[src/rtl/peak_pkg.sv]
/*
  Constants and carrier types for the peak code tracker: register indices,
  field layout, reset values and the conversion result carrier.
  Assumes a 12-bit converter that reports one result at a time with its
  channel number, and an AXI4-Lite master with 32-bit data.
*/
package peak_pkg;

  // ****************************************************************
  // Widths.
  // ****************************************************************
  localparam int CODE_W  = 12;  // Converter result width.
  localparam int CHAN_W  = 3;   // Physical channel number width.
  localparam int IDX_W   = 10;  // Register index width (byte address / 4).
  localparam int ADDR_W  = 12;  // AXI address width.
  localparam int SLOTS   = 4;   // Tracked channels 1 to 4.
  localparam int HSLOTS  = 3;   // Channels with a high byte in this block.

  // ****************************************************************
  // Register indices; byte address is four times the index.
  // ****************************************************************
  localparam logic [IDX_W-1:0] CHAN1_PEAK_LOW_IDX  = 10'h062;
  localparam logic [IDX_W-1:0] CHAN1_PEAK_HIGH_IDX = 10'h063;
  localparam logic [IDX_W-1:0] CHAN2_PEAK_LOW_IDX  = 10'h064;
  localparam logic [IDX_W-1:0] CHAN2_PEAK_HIGH_IDX = 10'h065;
  localparam logic [IDX_W-1:0] CHAN3_PEAK_LOW_IDX  = 10'h066;
  localparam logic [IDX_W-1:0] CHAN3_PEAK_HIGH_IDX = 10'h067;
  localparam logic [IDX_W-1:0] CHAN4_PEAK_LOW_IDX  = 10'h068;
  localparam logic [IDX_W-1:0] TRACK_CTRL_IDX      = 10'h070;

  // Index tables in slot order, slot 0 is channel 1.
  localparam logic [IDX_W-1:0] LOW_IDX [0:SLOTS-1] = '{
    CHAN1_PEAK_LOW_IDX, CHAN2_PEAK_LOW_IDX, CHAN3_PEAK_LOW_IDX, CHAN4_PEAK_LOW_IDX};
  localparam logic [IDX_W-1:0] HIGH_IDX [0:HSLOTS-1] = '{
    CHAN1_PEAK_HIGH_IDX, CHAN2_PEAK_HIGH_IDX, CHAN3_PEAK_HIGH_IDX};
  localparam logic [CHAN_W-1:0] SLOT_CHAN [0:SLOTS-1] = '{3'h1, 3'h2, 3'h3, 3'h4};

  // ****************************************************************
  // Field layout and reset values.
  // ****************************************************************
  localparam int LOW_LSB  = 0;   // Low byte holds code bits 7:0.
  localparam int LOW_MSB  = 7;
  localparam int HIGH_LSB = 8;   // High byte holds code bits 11:8 in its low nibble.
  localparam int HIGH_MSB = 11;
  localparam int HIGH_W   = 4;
  localparam logic [CODE_W-1:0] PEAK_RESET  = 12'h000;
  localparam logic [HIGH_W-1:0] SHADOW_RESET = 4'h0;
  localparam logic              TRACK_EN_RESET = 1'b1;
  localparam int                TRACK_EN_BIT   = 0;

  // AXI response codes.
  localparam logic [1:0] RESP_OKAY   = 2'h0;
  localparam logic [1:0] RESP_SLVERR = 2'h2;

  // One conversion result as it leaves the converter.
  typedef struct packed {
    logic              valid;  // High for one cycle with a new result.
    logic [CHAN_W-1:0] chan;   // Channel that was converted.
    logic [CODE_W-1:0] code;   // Conversion code.
  } conv_t;

endpackage : peak_pkg

[src/rtl/peak_code_tracker.sv]
/*
  Peak code tracker: per-channel maximum capture for channels 1 to 4 with
  clear-on-read byte registers behind an AXI4-Lite slave.
  Assumes conversion results arrive synchronous to aclk, one per cycle at
  most, and that the master keeps to AXI4-Lite handshakes.
*/
// The implementer's own choice: the AXI4-Lite slave port.
`timescale 1ns/1ps
module peak_code_tracker (
  // Clock and reset.
  input  wire logic                        aclk,
  input  wire logic                        aresetn,
  // Conversion results.
  input  wire peak_pkg::conv_t             conv,
  // AXI4-Lite write address and data.
  input  wire logic [peak_pkg::ADDR_W-1:0] awaddr,
  input  wire logic                        awvalid,
  output logic                             awready,
  input  wire logic [31:0]                 wdata,
  input  wire logic [3:0]                  wstrb,
  input  wire logic                        wvalid,
  output logic                             wready,
  // AXI4-Lite write response.
  output logic [1:0]                       bresp,
  output logic                             bvalid,
  input  wire logic                        bready,
  // AXI4-Lite read.
  input  wire logic [peak_pkg::ADDR_W-1:0] araddr,
  input  wire logic                        arvalid,
  output logic                             arready,
  output logic [31:0]                      rdata,
  output logic [1:0]                       rresp,
  output logic                             rvalid,
  input  wire logic                        rready
);

  // ****************************************************************
  // State.
  // ****************************************************************
  logic [peak_pkg::CODE_W-1:0] peak_r   [0:peak_pkg::SLOTS-1];  // Held maxima.
  logic [peak_pkg::HIGH_W-1:0] shadow_r [0:peak_pkg::HSLOTS-1]; // High byte kept at low read.
  logic                        pend_r   [0:peak_pkg::HSLOTS-1]; // Shadow holds a value.
  logic [peak_pkg::SLOTS-1:0]  hit;       // Result for this slot this cycle.
  logic [peak_pkg::SLOTS-1:0]  clr_low;   // Low byte read taken this cycle.
  logic [peak_pkg::HSLOTS-1:0] clr_high;  // High byte read taken this cycle.
  logic                        track_en_r; // Tracking enable, software controlled.
  logic                        awready_r;  // Write address may be taken.
  logic                        wready_r;   // Write data may be taken.
  logic                        bvalid_r;   // Write response pending.
  logic [1:0]                  bresp_r;    // Write response code.
  logic                        arready_r;  // Read address may be taken.
  logic                        rvalid_r;   // Read answer pending.
  logic [31:0]                 rdata_r;    // Read answer data.
  logic [1:0]                  rresp_r;    // Read answer code.
  logic                        aw_held_r;  // Write address captured.
  logic                        w_held_r;   // Write data captured.
  logic [peak_pkg::IDX_W-1:0]  wr_idx_r;   // Captured write index.
  logic [31:0]                 wdata_r;    // Captured write data.
  logic [3:0]                  wstrb_r;    // Captured write strobes.
  logic                        wr_go;      // Write commits this cycle.
  logic                        rd_go;      // Read address taken this cycle.
  logic [peak_pkg::IDX_W-1:0]  rd_idx;
  logic [31:0]                 rd_val;     // Read data selected.
  logic                        rd_hit;     // Read address is mapped.
  logic                        wr_hit;     // Write address is mapped.

  // Every output comes straight from its flip-flop.
  assign awready = awready_r;
  assign wready  = wready_r;
  assign bvalid  = bvalid_r;
  assign bresp   = bresp_r;
  assign arready = arready_r;
  assign rvalid  = rvalid_r;
  assign rdata   = rdata_r;
  assign rresp   = rresp_r;

  // Read index and the strobes that start a read or commit a write.
  assign rd_idx = araddr[peak_pkg::ADDR_W-1:2];
  assign rd_go  = arvalid && arready_r;
  assign wr_go  = aw_held_r && w_held_r && !bvalid_r;

  // ****************************************************************
  // Peak capture per channel.
  // ****************************************************************
  genvar gi;
  generate
    for (gi = 0; gi < peak_pkg::SLOTS; gi++) begin : g_slot
      // A result counts only for its own channel and while tracking is on.
      assign hit[gi]     = conv.valid && track_en_r && (conv.chan == peak_pkg::SLOT_CHAN[gi]);
      assign clr_low[gi] = rd_go && (rd_idx == peak_pkg::LOW_IDX[gi]);

      // Peak update; a clearing read restarts from the colliding result.
      always_ff @(posedge aclk) begin
        if (!aresetn) begin
          peak_r[gi] <= peak_pkg::PEAK_RESET;
        end else if (clr_low[gi] || ((gi < peak_pkg::HSLOTS) && clr_high[gi % peak_pkg::HSLOTS]
                                     && !pend_r[gi % peak_pkg::HSLOTS])) begin
          peak_r[gi] <= hit[gi] ? conv.code : peak_pkg::PEAK_RESET;
        end else if (hit[gi] && (conv.code > peak_r[gi])) begin
          peak_r[gi] <= conv.code;
        end
      end

    end

    for (gi = 0; gi < peak_pkg::HSLOTS; gi++) begin : g_high
      assign clr_high[gi] = rd_go && (rd_idx == peak_pkg::HIGH_IDX[gi]);

      // A low byte read keeps the high byte so the pair reads consistently.
      always_ff @(posedge aclk) begin
        if (!aresetn) begin
          shadow_r[gi] <= peak_pkg::SHADOW_RESET;
          pend_r[gi]   <= 1'b0;
        end else if (clr_low[gi]) begin
          shadow_r[gi] <= peak_r[gi][peak_pkg::HIGH_MSB:peak_pkg::HIGH_LSB];
          pend_r[gi]   <= 1'b1;
        end else if (clr_high[gi]) begin
          shadow_r[gi] <= peak_pkg::SHADOW_RESET;
          pend_r[gi]   <= 1'b0;
        end
      end

    end
  endgenerate

  // ****************************************************************
  // Read decode and data select.
  // ****************************************************************
  // Selects the addressed byte; narrow data sits in the low bits.
  always_comb begin
    rd_val = 32'h0000_0000;
    rd_hit = 1'b0;
    if (rd_idx == peak_pkg::TRACK_CTRL_IDX) begin
      rd_hit = 1'b1;
      rd_val[peak_pkg::TRACK_EN_BIT] = track_en_r;
    end
    for (int i = 0; i < peak_pkg::SLOTS; i++) begin
      if (rd_idx == peak_pkg::LOW_IDX[i]) begin
        rd_hit = 1'b1;
        rd_val[peak_pkg::LOW_MSB:peak_pkg::LOW_LSB] =
          peak_r[i][peak_pkg::LOW_MSB:peak_pkg::LOW_LSB];
      end
    end
    for (int i = 0; i < peak_pkg::HSLOTS; i++) begin
      if (rd_idx == peak_pkg::HIGH_IDX[i]) begin
        rd_hit = 1'b1;
        rd_val[peak_pkg::HIGH_W-1:0] = pend_r[i] ? shadow_r[i]
                                : peak_r[i][peak_pkg::HIGH_MSB:peak_pkg::HIGH_LSB];
      end
    end
  end

  // ****************************************************************
  // AXI4-Lite read channel.
  // ****************************************************************
  // Accepts one address at a time; data follows one cycle later.
  always_ff @(posedge aclk) begin
    if (!aresetn) begin
      arready_r <= 1'b0;
    end else begin
      arready_r <= !rd_go && (!rvalid_r || rready);
    end
  end

  // Registers the answer and holds it until the master takes it.
  always_ff @(posedge aclk) begin
    if (!aresetn) begin
      rvalid_r <= 1'b0;
      rdata_r  <= 32'h0000_0000;
      rresp_r  <= peak_pkg::RESP_OKAY;
    end else if (rd_go) begin
      rvalid_r <= 1'b1;
      rdata_r  <= rd_val;
      rresp_r  <= rd_hit ? peak_pkg::RESP_OKAY : peak_pkg::RESP_SLVERR;
    end else if (rready) begin
      rvalid_r <= 1'b0;
    end
  end

  // ****************************************************************
  // AXI4-Lite write channels.
  // ****************************************************************
  // Address and data are captured independently, in either order.
  always_ff @(posedge aclk) begin
    if (!aresetn) begin
      awready_r <= 1'b0;
      aw_held_r <= 1'b0;
      wr_idx_r  <= '0;
    end else if (awvalid && awready_r) begin
      awready_r <= 1'b0;
      aw_held_r <= 1'b1;
      wr_idx_r  <= awaddr[peak_pkg::ADDR_W-1:2];
    end else begin
      if (wr_go) begin
        aw_held_r <= 1'b0;
      end
      awready_r <= !aw_held_r;
    end
  end

  // Write data capture.
  always_ff @(posedge aclk) begin
    if (!aresetn) begin
      wready_r <= 1'b0;
      w_held_r <= 1'b0;
      wdata_r  <= 32'h0000_0000;
      wstrb_r  <= 4'h0;
    end else if (wvalid && wready_r) begin
      wready_r <= 1'b0;
      w_held_r <= 1'b1;
      wdata_r  <= wdata;
      wstrb_r  <= wstrb;
    end else begin
      if (wr_go) begin
        w_held_r <= 1'b0;
      end
      wready_r <= !w_held_r;
    end
  end

  // Peak bytes accept a write but keep their value; only the control word stores.
  assign wr_hit = (wr_idx_r == peak_pkg::TRACK_CTRL_IDX) ||
                  (wr_idx_r >= peak_pkg::CHAN1_PEAK_LOW_IDX &&
                   wr_idx_r <= peak_pkg::CHAN4_PEAK_LOW_IDX);

  // Control register store, byte lane 0 only.
  always_ff @(posedge aclk) begin
    if (!aresetn) begin
      track_en_r <= peak_pkg::TRACK_EN_RESET;
    end else if (wr_go && wstrb_r[0] && (wr_idx_r == peak_pkg::TRACK_CTRL_IDX)) begin
      track_en_r <= wdata_r[peak_pkg::TRACK_EN_BIT];
    end
  end

  // Write response follows both halves.
  always_ff @(posedge aclk) begin
    if (!aresetn) begin
      bvalid_r <= 1'b0;
      bresp_r  <= peak_pkg::RESP_OKAY;
    end else if (wr_go) begin
      bvalid_r <= 1'b1;
      bresp_r  <= wr_hit ? peak_pkg::RESP_OKAY : peak_pkg::RESP_SLVERR;
    end else if (bready) begin
      bvalid_r <= 1'b0;
    end
  end
endmodule : peak_code_tracker

[config.mk]
export PLATFORM = sky130hd
export DESIGN_NAME = peak_code_tracker
export DESIGN_NICKNAME = d
export VERILOG_FILES = /design/src/rtl/peak_pkg.sv /design/src/rtl/peak_code_tracker.sv
export SDC_FILE = /design/constraint.sdc
export NUM_CORES = 1
export LEC_CHECK = 0
export ABC_CLOCK_PERIOD_IN_PS = 6900
export BUFFER_PORTS_ARGS = -buffer_cell sky130_fd_sc_hd__buf_2
export CORE_MARGIN = 3
export CORE_UTILIZATION = 35
export DETAILED_ROUTE_END_ITERATION = 8
export HOLD_SLACK_MARGIN = 0.05
export PLACE_DENSITY_LB_ADDON = 0.12
export SLEW_MARGIN = 25
export SYNTH_ARGS = -nofsm -noshare
export SYNTH_HDL_FRONTEND = slang
export SYNTH_SLANG_ARGS = --single-unit
[constraint.sdc]
create_clock -name aclk -period 6.9 [get_ports aclk]
set_input_delay 0.69 -clock aclk [delete_from_list [all_inputs] [get_ports aclk]]
set_output_delay 0.69 -clock aclk [all_outputs]
set_load 0.005 [all_outputs]
Word-level counts from Yosys, hierarchy flattened --
Memories as Yosys holds them, arrays and structs flattened. Cells that the tools add are included.
Storage, ports and cells: bits in registers 32, bits of input ports 83, memories kept 3, logic and storage cells 206, memory bits (writable) 63
Cells by class: reductions and logical operators 47, bitwise logic cells 21, $lt $le $gt $ge 6, mux-type cells 102, equal/unequal tests 13
Memory list:
- peak_r | words 4, bits a word 12, read ports 4, clocked after Yosys merged registers in 0, write ports 4, line peak_code_tracker.sv:40 | logic [peak_pkg::CODE_W-1:0] peak_r [0:peak_pkg::SLOTS-1];
- shadow_r | words 3, bits a word 4, read ports 3, clocked after Yosys merged registers in 0, write ports 3, line peak_code_tracker.sv:41 | logic [peak_pkg::HIGH_W-1:0] shadow_r [0:peak_pkg::HSLOTS-1];
- pend_r | words 3, bits a word 1, read ports 3, clocked after Yosys merged registers in 0, write ports 3, line peak_code_tracker.sv:42 | logic pend_r [0:peak_pkg::HSLOTS-1];
Operator list (count):
- 12-bit two-way mux | 12
- 10-bit by 7-bit == test with 1-bit output, second input constant | 9
- 1-bit two-way mux | 72
- 12-bit > comparator | 4
- 4-bit two-way mux | 12
- 8-bit two-way mux | 4
- 1-bit logical AND | 28
- 1-bit OR | 20
- 10-bit by 7-bit greater-or-equal comparator with 1-bit output, second input constant | 1
- 10-bit by 7-bit less-or-equal comparator with 1-bit output, second input constant | 1
- 1-bit zero test | 8
- 2-bit nonzero test | 4
- 3-bit by 2-bit == test with 1-bit output, second input constant | 2
- 1-bit logical OR | 5
- 2-bit two-way mux | 2
- 2-bit OR reduction | 2
- 3-bit by 1-bit == test with 1-bit output, second input constant | 1
- 3-bit == test, second input constant | 1
- 1-bit NOT | 1

Depth between registers and ports, before layout --
Gate-level depths: netlist (run 1).
word-level depth 10, depth in mapped cells 8, gate-level depth less buffers 7

Worst setup path after synthesis (run 1) --
Ideal clock, no wire load.
path type input to register, start point input conv[3] in the netlist's numbering, end point memory peak_r[1][0] in the netlist's numbering (enable), stages 7, slack 4038 ps, arrival time 2484 ps, path through ha_1 > a21oi_1 > nor2b_1 > o31a_1 > o31ai_1 > clkbuf_1 > o211ai_1
RTL lines:
- from (decl) | line peak_code_tracker.sv:14 | input wire peak_pkg::conv_t conv,
- to (decl) | line peak_code_tracker.sv:40

==> flow_metrics.env, run 1 <==
export IMPL_status="complete, no violations"
export IMPL_synth_cells=617
export IMPL_min_from="rresp[1]$_SDFFE_PN0P_"
export IMPL_gp_congestion=0.924
export IMPL_rows=46
export IMPL_drtPass1Iterations=5
export IMPL_grt_first_pass_wirelength_um=26200
export IMPL_clockBufferDepth=2
export IMPL_track_usage=0.191
export IMPL_clk_latency_ns=0.35
export IMPL_whs_ns=0.453
export IMPL_ys_seq_area_frac=0.429
export IMPL_die_y_um=135
export IMPL_cts_root_buffer="clkbuf_16"
export IMPL_antenna_found_initial=0
export IMPL_cts_buffers=9
export IMPL_yosysUniqueCellTypes=64
export IMPL_postCtsSetupBuffers=0
export IMPL_ctsResizeCount=0
export IMPL_chipWidth_um=135
export IMPL_tns_ns=0
export IMPL_drc=0
export IMPL_mostFrequentLayoutCell="a21oi_1"
export IMPL_finalHoldViolCount=0
export IMPL_synth_area_um2=5790
export IMPL_grt_use_met1=0.256
export IMPL_finalMaxSlewViolations=0
export IMPL_required_ns=6.94
export IMPL_layout_min_cycle_time_ns=3.08
export IMPL_path_class="in2reg"
export IMPL_clock_skew_ns=0.00619
export IMPL_critPathArrivalTime_ns=3.12
export IMPL_crit_path_max_fanout=13
export IMPL_final_cell_mix="a21oi_1, edfxtp_1, inv_1"
export IMPL_hpwlAfterDp_um=12800
export IMPL_synth_avg_cell_area_um2=9.38
export IMPL_setup_violations=0
export IMPL_nNetsFinal=794
export IMPL_fin_area_um2=6530
export IMPL_leakage_nw=2.63
export IMPL_io_pin_count=124
export IMPL_crit_start="araddr[6]"
export IMPL_start_util=0.360
export IMPL_async_flop_share=0
export IMPL_core_area_um2=16100
export IMPL_powerDensity_nw_per_um2=204
export IMPL_ir_drop_mv=0.132
export IMPL_cts_sinks=93
export IMPL_synth_top_area_frac=0.322
export IMPL_synth_largest_area_cell="edfxtp_1"
export IMPL_rsz0062_at_grt="false"
export IMPL_ys_flop_type="edfxtp_1"
export IMPL_cts_tree="yes"
export IMPL_drt_total_wl_um=17000
export IMPL_synth_seq_cells=93
export IMPL_wire_per_inst_um=19.2
export IMPL_synth_warnings=0
export IMPL_critPathLaunchType="primary input"
export IMPL_die_area_um2=18100
export IMPL_clkSlewWorstSetupHoldPaths_ns=0.07
export IMPL_htree_levels=3
export IMPL_grt_most_used_layer="met2"
export IMPL_reg2reg_from="peak_r[1][13]$_DFFE_PP_"
export IMPL_antenna_left=0
export IMPL_synth_edf_count=62
export IMPL_worstSetupEndpointType="flip-flop"
export IMPL_numPortBuffers=59
export IMPL_overflow=0
export IMPL_vias=4740
export IMPL_place_area_um2=6200
export IMPL_n_antenna_cell=0
export IMPL_synth_area_top_cells="edfxtp_1, dfxtp_1, ha_1"
export IMPL_finalCritPeriodShare=0.447
export IMPL_grt_pass1_vias=4685
export IMPL_hold_class="reg2reg"
export IMPL_layout_drive_gt1_share=0.151
export IMPL_fill_cells=1603
export IMPL_hold_buffers=0
export IMPL_slew_headroom=0.192
export IMPL_area_growth_pct=12.8
export IMPL_grt_max_degree=29
export IMPL_grt_use_met3=0.0343
export IMPL_viasPerCell=5.36
export IMPL_drt_iter0_drc=307
export IMPL_worst_pin_slew_ns=1.20
export IMPL_fmax_ghz=0.324
export IMPL_drv_cap=0
export IMPL_grt_util_met2=0.306
==> sequential cells by signal, indices dropped and copies added, names as in the netlist, 3 cells and up <==
| signal | count |
|---|---|
| peak_r | 48 |
| wr_idx_r | 10 |
| shadow_r | 12 |
| rdata | 8 |
| pend_r | 3 |
==> path summary, 6_finish.rpt <==
check	to	slack [ns]	depth (start not counted)
min	rresp[1]$_SDFFE_PN0P_	0.45	2
max	peak_r[1][10]$_SDFFCE_PN0P_	3.82	7
min reg2reg	rresp[1]$_SDFFE_PN0P_	0.45	2
max reg2reg	peak_r[1][20]$_DFFE_PP_	4.09	7
==> cell usage after synthesis, types with 2 or more instances <==
| library cell | count |
|---|---|
| nor2b_1 | 14 |
| nor4_1 | 5 |
| buf_4 | 26 |
| a221oi_1 | 3 |
| o31ai_1 | 2 |
| nor4b_1 | 2 |
| o22ai_1 | 5 |
| edfxtp_1 | 62 |
| or3_1 | 2 |
| a31o_2 | 2 |
| buf_1 | 2 |
| o211ai_1 | 7 |
| nand2b_1 | 9 |
| and3_1 | 2 |
| nand3_1 | 10 |
| o31a_1 | 3 |
| nor3_1 | 15 |
| o21ai_0 | 19 |
| a21oi_2 | 10 |
| nand2_1 | 59 |
| inv_1 | 60 |
| o21a_1 | 2 |
| nand3b_1 | 5 |
| a222oi_1 | 2 |
| ha_1 | 48 |
| a32oi_1 | 4 |
| nand4_1 | 11 |
| buf_2 | 2 |
| dfxtp_1 | 31 |
| a21o_1 | 10 |
| and2_1 | 11 |
| nor2_1 | 20 |
| a21oi_1 | 70 |
| mux2i_1 | 14 |
| a211oi_1 | 17 |
| clkbuf_1 | 23 |
==> critical path, cell delays in order <==
cell      delay (ns)
buf_2           0.14
nor4b_1         0.54
nand2_1         0.21
nor3_1          0.30
nand2_1         0.52
o211ai_1        0.41
buf_4           0.30
==> layer usage <==
metal,vias to the layer above,wire (um)
li1,2275,-
met1,2255,7620
met2,180,7790
met3,30,1040
met4,0,499
met5,-,0
==> stage by stage <==
stage                     cells  setup slack [ns]  total power, W   util
final                       884              3.82         0.00133  0.406
after global routing        884              3.51         0.00140  0.406
after CTS                   884              3.94         0.00135  0.406
after detailed placement    868              3.56        0.000814  0.386
after global placement      868              3.24        0.000809  0.385
after floorplan             642              4.04        0.000755      -
==> cell families after synthesis <==
group           Yosys count  synth area share
compound gates          167             0.184
xor+xnor                  1           0.00151
fa+ha+maj                48             0.104
buf+inv                 115            0.0932
flops                    93             0.429
mux                      14            0.0242
other cells               1          0.000648
simple gates            178             0.163
==> area by class of cell <==
type                    instances  area, um^2  share of cell area
clock buffers                  11         264              0.0404
multi-input cells             434        2890               0.443
well taps                     216         270              0.0414
inverters                      61         229              0.0351
clock inverters                 5        55.1             0.00843
flip-flops and latches         93        2480               0.380
repair buffers                 64         333              0.0510
==> power by group <==
part,total [W],internal [W],switching (W)
sequential,0.000632,0.000617,0.0000151
clock,0.000531,0.000312,0.000219
combinational,0.000171,0.0000613,0.000110
Power figures use the tool's default switching activity.
==> run 2: changes to the inputs <==
--- a/config.mk
+++ b/config.mk
@@ -5,7 +5,8 @@
 export SDC_FILE = /design/constraint.sdc
 export NUM_CORES = 1
 export LEC_CHECK = 0
-export ABC_CLOCK_PERIOD_IN_PS = 6900
+export ABC_AREA = 1
+export ABC_CLOCK_PERIOD_IN_PS = 3100
 export BUFFER_PORTS_ARGS = -buffer_cell sky130_fd_sc_hd__buf_2
 export CORE_MARGIN = 3
 export CORE_UTILIZATION = 35
==> constraint.sdc (replaced) <==
create_clock -name aclk -period 3.1 [get_ports aclk]
set_input_delay 0.31 -clock aclk [delete_from_list [all_inputs] [get_ports aclk]]
set_output_delay 0.31 -clock aclk [all_outputs]
set_load 0.005 [all_outputs]
==> run 2 against run 1 <==
Cell count is 14% higher; clock skew is 0.0037 ns higher; largest power group unchanged; register-to-register slack worse by 3.4 ns; worst hold slack worse by 0.26 ns; first-iteration DRC count is 10% higher; worst setup slack worse by 3.1 ns; largest cell class unchanged; critical path depth stayed put; cell area is 2.0% higher.
==> flow_metrics.env, run 2 <==
export IMPL_grt_pass1_vias=4954
export IMPL_fin_area_um2=6660
export IMPL_synth_top_area_frac=0.317
export IMPL_power_internal_w=0.00210
export IMPL_ys_flop_type="edfxtp_1"
export IMPL_drt_iter0_drc=338
export IMPL_critPathMaxStageDelay_ns=0.45
export IMPL_cts_root_buffer="clkbuf_16"
export IMPL_grt_use_met1=0.226
export IMPL_grt_util_met2=0.308
export IMPL_overflow=0
export IMPL_chipWidth_um=136
export IMPL_synth_edf_count=62
export IMPL_antenna_left=0
export IMPL_swShare=0.271
export IMPL_rsz0062_at_grt="false"
export IMPL_clock_skew_ns=0.00993
export IMPL_synth_area_um2=5880
export IMPL_drv_cap=0
export IMPL_n_antenna_cell=0
export IMPL_viasPerCell=4.96
export IMPL_synth_cells=725
export IMPL_finalHoldViolCount=0
export IMPL_drt_total_wl_um=16200
export IMPL_synth_area_top_cells="edfxtp_1, dfxtp_1, ha_1"
export IMPL_setup_violations=0
export IMPL_drc=0
export IMPL_die_y_um=136
export IMPL_hpwlAfterDp_um=12800
export IMPL_clkSlewWorstSetupHoldPaths_ns=0.07
export IMPL_vias=5005
export IMPL_grt_use_met3=0.0301
export IMPL_cts_buffers=9
export IMPL_grt_most_used_layer="met2"
export IMPL_track_usage=0.181
export IMPL_cts_tree="yes"
export IMPL_synth_largest_area_cell="edfxtp_1"
export IMPL_critPathArrivalTime_ns=2.30
export IMPL_worst_pin_slew_ns=0.804
export IMPL_tns_ns=0
export IMPL_fmax_ghz=0.420
export IMPL_rows=46
export IMPL_crit_path_max_fanout=12
export IMPL_powerDensity_nw_per_um2=434
export IMPL_nNetsFinal=919
export IMPL_place_area_um2=6360
export IMPL_area_growth_pct=13.3
export IMPL_layout_drive_gt1_share=0.151
export IMPL_numPortBuffers=59
export IMPL_p_sw_w=0.000783
export IMPL_htree_levels=3
export IMPL_leakage_nw=2.94
export IMPL_clockBufferDepth=2
export IMPL_finalCritPeriodShare=0.768
export IMPL_required_ns=3.02
export IMPL_synth_seq_cells=93
export IMPL_critPathLaunchType="flip-flop"
export IMPL_mostFrequentLayoutCell="nand2_1"
export IMPL_path_cells="inv_1 > ha_1 > nand4_1 > nor3_1 > nand4_1 > nand3_1 > nand3_1"
export IMPL_final_cell_mix="nand2_1, inv_1, nor2_1"
export IMPL_hold_buffers=0
export IMPL_hold_class="in2reg"
export IMPL_synth_top_cells_by_count="nand2_1, inv_1, nor2_1, edfxtp_1, a21oi_1"
export IMPL_synth_most_common_cell="nand2_1"
export IMPL_wire_per_inst_um=16.0
export IMPL_largest_register_ffs=48
export IMPL_async_flop_share=0
export IMPL_finalMaxSlewViolations=0
export IMPL_antenna_found_initial=0
export IMPL_yosysUniqueCellTypes=42
export IMPL_io_pin_count=124
export IMPL_gp_congestion=0.885
export IMPL_die_area_um2=18400
export IMPL_cp_slowest_cell="nand3_1"
export IMPL_seqPwrFrac=0.485
export IMPL_clk_latency_ns=0.35
export IMPL_ys_seq_area_frac=0.422
export IMPL_worstSetupEndpointType="flip-flop"
export IMPL_start_util=0.363
export IMPL_ctsResizeCount=0
export IMPL_grt_max_degree=28
export IMPL_p_clk_frac=0.388
export IMPL_path_class="reg2reg"
export IMPL_core_area_um2=16200
export IMPL_drtPass1Iterations=5
export IMPL_layout_min_cycle_time_ns=2.38
export IMPL_status="complete, no violations"
export IMPL_synth_avg_cell_area_um2=8.11
export IMPL_postCtsSetupBuffers=0
export IMPL_cts_sinks=93
export IMPL_ir_drop_mv=0.270
export IMPL_combPwrFrac=0.127
export IMPL_slew_headroom=0.459
export IMPL_reg_largest_list="peak_r x48, shadow_r x12, wr_idx_r x10"
export IMPL_regMostFlops="peak_r"
export IMPL_synth_warnings=0
export IMPL_grt_first_pass_wirelength_um=25600
-- run 2: per-stage QoR --
step	instances	worst slack [ns]	hold WS [ns]	util	total power, W
final	1009	0.719	0.197	0.412	0.00289
after global placement	993	0.602	0.448	0.393	0.00178
after global routing	1009	0.476	0.231	0.412	0.00303
after CTS	1009	0.677	0.183	0.412	0.00292
after detailed placement	993	0.547	0.453	0.393	0.00179
after floorplan	750	0.818	0.421	-	0.00166
-- run 2: path summary, 6_finish.rpt --
kind                                 start                        to  slack, ns  cells after the start
setup / recovery   peak_r[0][23]$_DFFE_PP_   peak_r[0][15]$_DFFE_PP_       0.72                      7
hold / removal                      bready       bvalid$_SDFFE_PN0P_       0.20                      4
setup reg to reg   peak_r[0][23]$_DFFE_PP_   peak_r[0][15]$_DFFE_PP_       0.72                      7
hold reg to reg   wr_idx_r[6]$_SDFFE_PN0P_  wr_idx_r[6]$_SDFFE_PN0P_       0.46                      2
-- run 2: worst max-delay path, delay by kind of cell (launching register included) --
family,cells,cell delay [ns]
adder cells (fa/ha/maj),1,0.32
buffers and inverters,1,0.07
flip-flops,1,0.33
AND/OR/NAND/NOR,5,1.23
-- run 2: power by group through the flow --
| stage | sequential [W] | combinational [W] | clock (W) |
|---|---|---|---|
| floorplan | 0.00142 | 0.000247 | 0 |
| finish | 0.00140 | 0.000366 | 0.00112 |
| detailed placement | 0.00143 | 0.000364 | 0 |
| global placement | 0.00143 | 0.000354 | 0 |
| CTS | 0.00140 | 0.000367 | 0.00115 |
| global route | 0.00141 | 0.000419 | 0.00120 |
-- run 2: cells by family (layout without fill, tap and decap cells) --
group / count (synthesis) / after routing / share of synthesized area
simple gates: 309 / 309 / 0.243
buf+inv: 149 / 192 / 0.115
compound gates: 125 / 125 / 0.116
flops: 93 / 93 / 0.422
fa+ha+maj: 48 / 48 / 0.102
other cells: 1 / 26 / 0.000638
-- run 2: area by class of cell --
cell class,count,area [um^2]
Clock buffer,11,254
Clock inverter,5,46.3
Fill cell,1676,9520
Inverter,103,387
Multi-Input combinational cell,508,2820
Sequential cell,93,2480
Tap cell,216,270
Timing Repair Buffer,73,400
-- run 2: metal layers --
layer | vias up | wire (um)
met4 | 0 | 510
met5 | - | 0
met1 | 2351 | 7010
met2 | 112 | 7860
li1 | 2516 | -
met3 | 26 | 794
